`src/acv_pkg.sv`:
```
// package of constants for the conversion control and read-out block
// Function
// [RQ1] chip select low: strobe fall starts conversion
// [RQ2] conversion end: done high, ready low
// [RQ3] notify mode: ready low means latched, host reads
// [RQ4] read strobe fall returns ready high
// [RQ5] transparent mode: data always present, no handshake
// [RQ6] exactly two modes: notify and transparent
// [RQ7] host keeps slow-rate strobe pulse under half period
// [RQ8] host drives strobe as clean square wave; the host model drives a two-cycle low pulse instead
// [RQ9] done flag low throughout each conversion
// [RQ10] data driven only when enable, select, read
// [RQ11] channel choice sampled when done flag falls
// [RQ12] standby request low puts converter in standby
// [RQ13] host reads each result before next overwrites
package acv_pkg;
	// ****************************************
	// widths and timing
	// ****************************************
	localparam int ACV_DATA_W = 12;
	localparam int ACV_CLK_HZ = 40000000;
	localparam int ACV_CONV_NS = 600;
	localparam int ACV_CONV_CYC = (ACV_CONV_NS * (ACV_CLK_HZ / 1000000) + 999) / 1000;
	localparam logic [ACV_DATA_W-1:0] ACV_RESULT_RST = 12'h000;
	// ****************************************
	// modes and states
	// ****************************************
	typedef enum logic {ACV_MODE_NOTIFY, ACV_MODE_TRANSPARENT} acv_mode_t;
	typedef enum logic [1:0] {ACV_IDLE, ACV_CONVERT, ACV_STANDBY} acv_state_t;
endpackage : acv_pkg

```
`src/acv_core.sv`:
```
// conversion timer core: counts the conversion and produces a result
module acv_core
	import acv_pkg::*;
#(
	parameter int CONV_CYC = ACV_CONV_CYC
) (
	input wire logic i_mclk,
	input wire logic i_rst,
	input wire logic i_start,
	input wire logic i_chan,
	input wire logic [ACV_DATA_W-1:0] i_ch1_sample,
	input wire logic [ACV_DATA_W-1:0] i_ch2_sample,
	output logic o_busy,
	output logic o_done,
	output logic [ACV_DATA_W-1:0] o_result
);
	initial begin
		if (CONV_CYC < 1 || CONV_CYC > 65535) $error("conversion count out of range");
	end
	typedef struct packed {
		logic [15:0] cnt;
		logic busy;
		logic done;
		logic [ACV_DATA_W-1:0] held;
		logic [ACV_DATA_W-1:0] result;
	} acv_core_st_t;
	acv_core_st_t st_reg, st_next;
	always_comb begin
		st_next = st_reg;
		st_next.done = 1'b0;
		if (i_start && !st_reg.busy) begin
			// freeze the selected input at the start
			st_next.held = i_chan ? i_ch2_sample : i_ch1_sample; // [RQ11]
			st_next.busy = 1'b1;
			st_next.cnt = 16'(CONV_CYC - 1);
		end else if (st_reg.busy) begin
			if (st_reg.cnt == 16'h0000) begin
				st_next.busy = 1'b0;
				st_next.done = 1'b1;
				st_next.result = st_reg.held;
			end else begin
				st_next.cnt = st_reg.cnt - 16'h0001;
			end
		end
	end
	always_ff @(posedge i_mclk) begin
		if (i_rst) begin
			st_reg <= '0;
		end else begin
			st_reg <= st_next;
		end
	end
	assign o_busy = st_reg.busy;
	assign o_done = st_reg.done;
	assign o_result = st_reg.result;
endmodule // acv_core

```
`src/acv_top.sv`:
```
// top of conversion control and parallel read-out
module acv_top
	import acv_pkg::*;
#(
	parameter int CONV_CYC = ACV_CONV_CYC
) (
	input wire logic i_mclk,
	input wire logic i_rst,
	input wire logic i_cs_n,
	input wire logic i_sample_hold,
	input wire logic i_rd_n,
	input wire logic i_oe,
	input wire logic i_chan_sel,
	input wire logic i_interface_mode_select,
	input wire logic i_standby_request_n,
	input wire logic [ACV_DATA_W-1:0] i_ch1_sample,
	input wire logic [ACV_DATA_W-1:0] i_ch2_sample,
	output logic o_eoc_n,
	output logic o_ready_n,
	output logic o_standby,
	output logic [ACV_DATA_W-1:0] o_data,
	output logic [ACV_DATA_W-1:0] o_data_oe
);
	typedef struct packed {
		logic sh_d;
		logic rd_d;
		logic eoc_n;
		logic ready_n;
		logic standby;
		logic [ACV_DATA_W-1:0] latch;
		logic [ACV_DATA_W-1:0] data;
		logic [ACV_DATA_W-1:0] data_oe;
	} acv_top_st_t;
	acv_top_st_t st_reg, st_next;
	logic start;
	logic busy;
	logic done;
	logic [ACV_DATA_W-1:0] result;
	acv_mode_t mode;
	// ****************************************
	// conversion start
	// ****************************************
	assign mode = acv_mode_t'(i_interface_mode_select); // [RQ6]
	// standby blocks new conversions; a running one is let finish
	assign start = !i_cs_n && st_reg.sh_d && !i_sample_hold && !st_reg.standby; // [RQ1]
	acv_core #(
		.CONV_CYC(CONV_CYC)
	) u_core (
		.i_mclk(i_mclk),
		.i_rst(i_rst),
		.i_start(start),
		.i_chan(i_chan_sel),
		.i_ch1_sample(i_ch1_sample),
		.i_ch2_sample(i_ch2_sample),
		.o_busy(busy),
		.o_done(done),
		.o_result(result)
	);
	// ****************************************
	// handshake and bus
	// ****************************************
	always_comb begin
		st_next = st_reg;
		st_next.sh_d = i_sample_hold;
		st_next.rd_d = i_rd_n;
		st_next.standby = !i_standby_request_n; // [RQ12]
		st_next.eoc_n = !(busy || start); // [RQ9]
		// read low while selected clears ready, fall or held; a completion in the same cycle wins
		if (!i_cs_n && st_reg.rd_d && !i_rd_n) begin
			st_next.ready_n = 1'b1; // [RQ4]
		end
		if (!i_rd_n && !i_cs_n) begin
			st_next.ready_n = 1'b1;
		end
		if (done) begin
			st_next.latch = result;
			st_next.eoc_n = 1'b1; // [RQ2]
			if (mode == ACV_MODE_NOTIFY) begin
				st_next.ready_n = 1'b0; // [RQ2] [RQ3]
			end
		end
		if (mode == ACV_MODE_TRANSPARENT) begin
			st_next.ready_n = 1'b1; // [RQ5]
		end
		st_next.data = done ? result : st_reg.latch; // [RQ5]
		st_next.data_oe = (i_oe && !i_cs_n && !i_rd_n) ? {ACV_DATA_W{1'b1}} : '0; // [RQ10]
	end
	always_ff @(posedge i_mclk) begin
		if (i_rst) begin
			st_reg <= '0;
			st_reg.sh_d <= 1'b1;
			st_reg.rd_d <= 1'b1;
			st_reg.eoc_n <= 1'b1;
			st_reg.ready_n <= 1'b1;
			st_reg.latch <= ACV_RESULT_RST;
			st_reg.data <= ACV_RESULT_RST;
		end else begin
			st_reg <= st_next;
		end
	end
	assign o_eoc_n = st_reg.eoc_n;
	assign o_ready_n = st_reg.ready_n;
	assign o_standby = st_reg.standby;
	assign o_data = st_reg.data;
	assign o_data_oe = st_reg.data_oe;
endmodule // acv_top
```
`config.mk`:
```
export PLATFORM = sky130hd
export DESIGN_NAME = acv_top
export DESIGN_NICKNAME = d
export VERILOG_FILES = /design/src/acv_pkg.sv /design/src/acv_core.sv /design/src/acv_top.sv
export SDC_FILE = /design/constraint.sdc
export NUM_CORES = 1
export LEC_CHECK = 0
export ABC_AREA = 0
export BUFFER_PORTS_ARGS = -buffer_cell sky130_fd_sc_hd__buf_4
export CAP_MARGIN = 30
export CORE_MARGIN = 2
export CORE_UTILIZATION = 35
export CTS_CLUSTER_DIAMETER = 50
export DETAILED_ROUTE_END_ITERATION = 10
export HOLD_SLACK_MARGIN = 0.12
export SYNTH_ARGS = -nofsm -noshare
export SYNTH_HDL_FRONTEND = slang
export SYNTH_SLANG_ARGS = --single-unit
export TNS_END_PERCENT = 50
```
`constraint.sdc`:
```
create_clock -name i_mclk -period 2.3 [get_ports i_mclk]
set_input_delay 0.46 -clock i_mclk [delete_from_list [all_inputs] [get_ports i_mclk]]
set_output_delay 0.46 -clock i_mclk [all_outputs]
set_load 0.01 [all_outputs]
```
==> results.md, run 1 <==
- Max-slew violation count: 0
- Number of global-route vias before repair: 1,979
- Hold Path Class: primary input to flip-flop
- Async set-reset flop share out of synthesis: 0
- First-pass GRT wire length: 9.24 mm
- Port-buffer cells: 59
- Pwr dens: 809 nW/um^2
- R2R depth: 6
- Routed WL per cell: 12.7 um
- Post-route ant nets: 0
- I/O pin count: 60
- Hold Crit Depth: 2
- Worst-Skew Late Latency: 0.33 ns
- Synth warnings: 0
- CTS hold repair buffers: 0
- Gpl congestion: 0.808
- Share of layout cells above drive strength 1: 0.266
- Unique cell type count in the Yosys netlist: 40
- DR vias: 2,173
- Initial antenna violation count: 0
- Largest register FFs: 28
- EDFF count, synth: 0
- Routed WL: roughly 5.6 mm
- Die span in y: slightly above 90 um
- Most common cell in the netlist: dfxtp_1
- Required @ worst endpoint: 2.56 ns
- Register-to-register setup slack: 0.34 ns
- Crit start category: flip-flop
- Final setup fails: 0
- Reg-to-reg startpoint: u_core.st_reg[26]$_SDFFE_PP0P_
- CTS tree: yes
- Hold_sp: i_standby_request_n
- Max_cap viols: 0
- Transition time of the tightest slew-check pin: 0.730 ns
- H-tree Lvls: 3
- Syn nets: around 330
- Reg clk slew, reported paths: 0.06 ns
- Area contributors post-synth: dfxtp_1, mux2i_1, buf_4
- Die Wd: 91.3 um
- Kind of critical path: flip-flop to flip-flop
- Total CTS buffers: 9
- HPWL Detailed: 3.96 mm
- Power, Total: roughly 2.7 mW
- Slew headroom: 0.512
- Min Tclk post-route: 1.96 ns
- LEAKAGE: 1.33 nW
- FP Rows: 31
- Top FF cell, synth: dfxtp_1
- Longest Clk Path Bufs: 2
- Post CTS Setup Buffer Count: 0
- P&R area growth vs syn: 23.7%
- Post-synth top area cell: dfxtp_1
- DRC viols: 0
- Root Buffer: clkbuf_8
- # diodes: 0
- GR Util All Layers: 0.138
- Setup_tns: 0 ns
- Syn Area/Cell: between 8 and 9 sq um
- Clock sinks: 59
- Hold path endpoint: o_standby$_SDFF_PP0_
- Core area: 7330 sq um
- Post-synth design cell area: ~2700 sq um
- Full die area: 8340 sq um
- Clock Skew: 0.00774 ns
- RSZ-0062 raised after global routing: false
- Final Cycle Share: 0.851
- #FFs+latches synth: 59
- Initial Utilization: 0.364
- DR iter-0 viols: ~130
- Via/cell ratio: 4.97
- Peak VDD IR: between 0.0003 and 0.0004 V
- Crit path DAT: 2.22 ns
- GRT overflow: 0
- Hold Vio Cnt, Final: 0
- Largest net degree at the start of global routing: 41
- Max Clk Rate: 0.511 GHz
- Non-Filler Instances: about 440
- Final nets: 368
- Seq/Total Area, Yosys: 0.443
- Drt pass-1 iters: 4
- Worst r2r dst: u_core.st_reg[38]$_SDFFE_PP0P_
- Cell count after placement: 422
- PostCTS Resize Cnt: 0
- Mapped Cells: around 300
- Top cells by count, synth: dfxtp_1, nor2_1, mux2i_1
- CP Max Fanout: 6
- Status: finished clean
- Setup crit end kind: flip-flop
- Synth top area share: 0.443
-- placed cells by master (no fill, tap or decap), types with 5 or more instances in the layout --
| master | count |
|---|---|
| nor4_1 | 5 |
| a211oi_1 | 15 |
| a21oi_1 | 20 |
| dfxtp_1 | 59 |
| o21ai_0 | 15 |
| nor2_1 | 33 |
| or4_1 | 5 |
| inv_1 | 5 |
| or3_1 | 6 |
| clkbuf_8 | 10 |
| mux2i_1 | 26 |
| nand2_1 | 7 |
| buf_4 | 67 |
| nand3_1 | 15 |
-- worst max path at each step --
stage | endpoint | slack, ns | startpoint
detailed placement | u_core.st_reg[37]$_SDFFE_PP0P_ | 0.38 | u_core.o_busy$_SDFF_PP0_
CTS | u_core.st_reg[37]$_SDFFE_PP0P_ | 0.38 | u_core.st_reg[28]$_SDFFE_PP0P_
global placement | u_core.st_reg[28]$_SDFFE_PP0P_ | 0.41 | i_cs_n
global route | u_core.st_reg[38]$_SDFFE_PP0P_ | 0.19 | u_core.st_reg[26]$_SDFFE_PP0P_
finish | u_core.st_reg[38]$_SDFFE_PP0P_ | 0.34 | u_core.st_reg[26]$_SDFFE_PP0P_
floorplan | u_core.st_reg[37]$_SDFFE_PP0P_ | 0.47 | u_core.st_reg[28]$_SDFFE_PP0P_
-- power by group --
group	internal, mW	total, mW	switching, mW
Clock	0.851	1.24	0.386
Combinational	0.156	0.342	0.186
Sequential	1.06	1.09	0.0343
-- worst max-delay path, cell delays in order, from the launching register on --
cell       delay (ns)
dfxtp_1          0.33
inv_1            0.08
ha_1             0.23
and2_0           0.33
o2111ai_1        0.30
or4_1            0.47
a21oi_1          0.14
-- metal layers --
layer  global-route usage  routed length [um]
met5                    0                   0
met4               0.0720                 111
met3               0.0340                 332
met2                0.195                2290
met1                0.192                2820
-- stage by stage --
stage                     instance area (sq um)  hold slack, ns  setup WS (ns)  utilization
after floorplan                            2670           0.444          0.465            -
after global placement                     3040           0.456          0.406        0.414
after detailed placement                   3040           0.466          0.384        0.414
after CTS                                  3300           0.274          0.377        0.450
after global routing                       3300           0.286          0.195        0.450
final                                      3300           0.287          0.342        0.450
-- layout make-up --
class,instances,area (sq um)
flip-flops and latches,59,1180
multi-input cells,192,1210
clock inverters,5,125
clock buffers,10,138
fillers,704,4030
inverters,5,18.8
repair buffers,67,503
well taps,99,124
-- kinds of logic (layout without fill, tap and decap cells) --
logic type,after synthesis,in the layout,synth area share
flip-flops,59,59,0.443
adder cells (fa/ha/maj),1,1,0.00469
XOR/XNOR,2,2,0.00657
multiplexers,26,26,0.0976
AO/OA/AOI/OAI,66,66,0.152
buffers and inverters,48,87,0.103
AND/OR/NAND/NOR,97,97,0.193
Note: power is estimated with default switching activity, not from simulation.
==> run 2: changes to the inputs <==
--- a/config.mk
+++ b/config.mk
@@ -8,11 +8,12 @@
 export ABC_AREA = 0
 export BUFFER_PORTS_ARGS = -buffer_cell sky130_fd_sc_hd__buf_4
 export CAP_MARGIN = 30
-export CORE_MARGIN = 2
-export CORE_UTILIZATION = 35
+export CORE_MARGIN = 3
+export CORE_UTILIZATION = 48
 export CTS_CLUSTER_DIAMETER = 50
 export DETAILED_ROUTE_END_ITERATION = 10
 export HOLD_SLACK_MARGIN = 0.12
+export PLACE_DENSITY = 0.75
 export SYNTH_ARGS = -nofsm -noshare
 export SYNTH_HDL_FRONTEND = slang
 export SYNTH_SLANG_ARGS = --single-unit
==> constraint.sdc (replaced) <==
create_clock -name i_mclk -period 1.6 [get_ports i_mclk]
set_input_delay 0.32 -clock i_mclk [delete_from_list [all_inputs] [get_ports i_mclk]]
set_output_delay 0.32 -clock i_mclk [all_outputs]
set_load 0.01 [all_outputs]
==> results.md, run 2 (same netlist as run 1, synthesis figures left out) <==
- Final instance area: 3810 sq um
- Slew headroom: 0.530
- Required @ worst endpoint: 1.83 ns
- Reg-to-reg startpoint: u_core.st_reg[30]$_SDFFE_PP0P_
- Routed WL per cell: ~16 um
- GRT overflow: 0
- Largest net degree at the start of global routing: 37
- Root Buffer: clkbuf_8
- Status: complete, but fails checks
- Dpl cell area: 3270 sq um
- Commonest non-fill, non-tap cell in the layout: buf_4
- Seq pwr share: 0.413
- Fin worst setup slack: -0.216 ns
- LEAKAGE: 1.52 nW
- I/O pin count: 60
- Gpl congestion: approximately 0.90
- Transition time of the tightest slew-check pin: 0.703 ns
- GR Util met2: 0.330
- Crit start category: flip-flop
- Hold_sp: i_interface_mode_select
- Net switching power: 1.03 mW
- Register-to-register setup slack: -0.22 ns
- DR vias: approximately 2,500
- Core area: 5240 sq um
- Drt pass-1 iters: 4
- Peak VDD IR: approximately 0.00054 V
- Internal: 2.76 mW
- Max Clk Rate: 0.551 GHz
- H-tree Lvls: 3
- Post-route ant nets: 0
- Crit. Startpoint: u_core.st_reg[30]$_SDFFE_PP0P_
- Crit path DAT: 2.04 ns
- Final Cycle Share: 1.13
- Setup crit end kind: flip-flop
- Routed WL: 7.02 mm
- Hold Path Class: primary input to flip-flop
- GR Util All Layers: 0.207
- Non-Filler Instances: 444
- Kind of critical path: flip-flop to flip-flop
- HPWL Detailed: 4.37 mm
- Max-slew violation count: 0
- Min Tclk post-route: 1.82 ns
- Initial antenna violation count: 0
- Via/cell ratio: 5.62
- Largest register FFs: 28
- Die span in y: 80.6 um
- Failing checks: setup timing
- Longest Clk Path Bufs: 2
- Total CTS buffers: 9
- Share of layout cells above drive strength 1: 0.449
- CTS tree: yes
- Number of global-route vias before repair: 2,181
- Worst-Skew Late Latency: 0.35 ns
- DR iter-0 viols: 183
- Pwr dens: approximately 1000 nW/um^2
- Logic gate share of total power: 0.204
- Max_cap viols: 0
- Reg clk slew, reported paths: 0.06 ns
- First-pass GRT wire length: ~10 mm
- CP Max Fanout: 4
- Die Wd: 80.6 um
- DRC viols: 0
- Commonest non-fill, non-tap cells in the layout: buf_4, dfxtp_1, nor2_1
- GRT busiest layer: met2
- Hold Vio Cnt, Final: 0
- RSZ-0062 raised after global routing: true
- Clock Skew: 0.00968 ns
- Port-buffer cells: 59
- Final nets: 403
- Cell count after placement: 424
- GR Util met3: 0.0594
- Full die area: 6490 sq um
- Switching Share: 0.271
- Clock sinks: 59
- Clock power share: 0.383
- # diodes: 0
- P&R area growth vs syn: 43.0%
- Final setup fails: 20
- Met1 GRT Util: 0.260
- Initial Utilization: 0.509
- FP Rows: 26
==> run 2: worst max-delay path, stage by stage (launching register included) <==
cell and delay, ns:
dfxtp_2 0.32, or4_4 0.52, or3_4 0.36, buf_4 0.17
o31ai_2 0.25, a21oi_2 0.08
==> run 2: final timing paths <==
check | depth (start not counted) | to
min reg2reg | 2 | u_core.o_result[6]$_SDFFE_PP0P_
min | 3 | o_ready_n$_SDFF_PP1_
max reg2reg | 5 | u_core.st_reg[37]$_SDFFE_PP0P_
max | 5 | u_core.st_reg[37]$_SDFFE_PP0P_
==> run 2: cell type report <==
class                           instances  area, sq um
Clock buffer                           11          131
Timing Repair Buffer                  102          820
Tap cell                               70         87.6
Multi-Input combinational cell        192         1490
Fill cell                             349         1420
Clock inverter                          5         77.6
Sequential cell                        59         1190
Inverter                                5         18.8
==> run 2: routing by layer <==
layer  vias to the layer above  routed length, um  part of all wire
met1                      1188               2970              0.42
met2                       102               3410              0.49
met3                        16                485             0.069
met5                         -                  0                 0
met4                         0                159             0.023
li1                       1189                  -                 -
==> run 2: timing repair <==
action	CTS	global route
gates resized for setup	19	53
endpoints found under the setup margin	22	38
pin swaps	6	25
endpoints found under the hold margin	1	0
hold buffers	1	0
buffers inserted	0	2
gates cloned	1	0
==> run 2: per-stage QoR <==
step                      utilization  total power [mW]  hold WS (ns)  setup WS [ns]  TNS (ns)
after floorplan                     -              1.92         0.392         -0.164     -2.26
after global placement          0.624              2.16         0.464         -0.160     -2.47
after detailed placement        0.624              2.17         0.469         -0.191     -2.49
after CTS                       0.681              3.67         0.166         -0.184     -1.30
after global routing            0.728              3.93         0.176         -0.292     -2.98
final                           0.728              3.79         0.171         -0.216     -1.58
==> run 2: power groups by stage <==
stage | sequential [mW] | combinational, mW | clock [mW]
CTS | 1.56 | 0.646 | 1.47
finish | 1.57 | 0.773 | 1.45
detailed placement | 1.59 | 0.583 | 0
floorplan | 1.59 | 0.334 | 0
global route | 1.57 | 0.825 | 1.53
global placement | 1.59 | 0.576 | 0
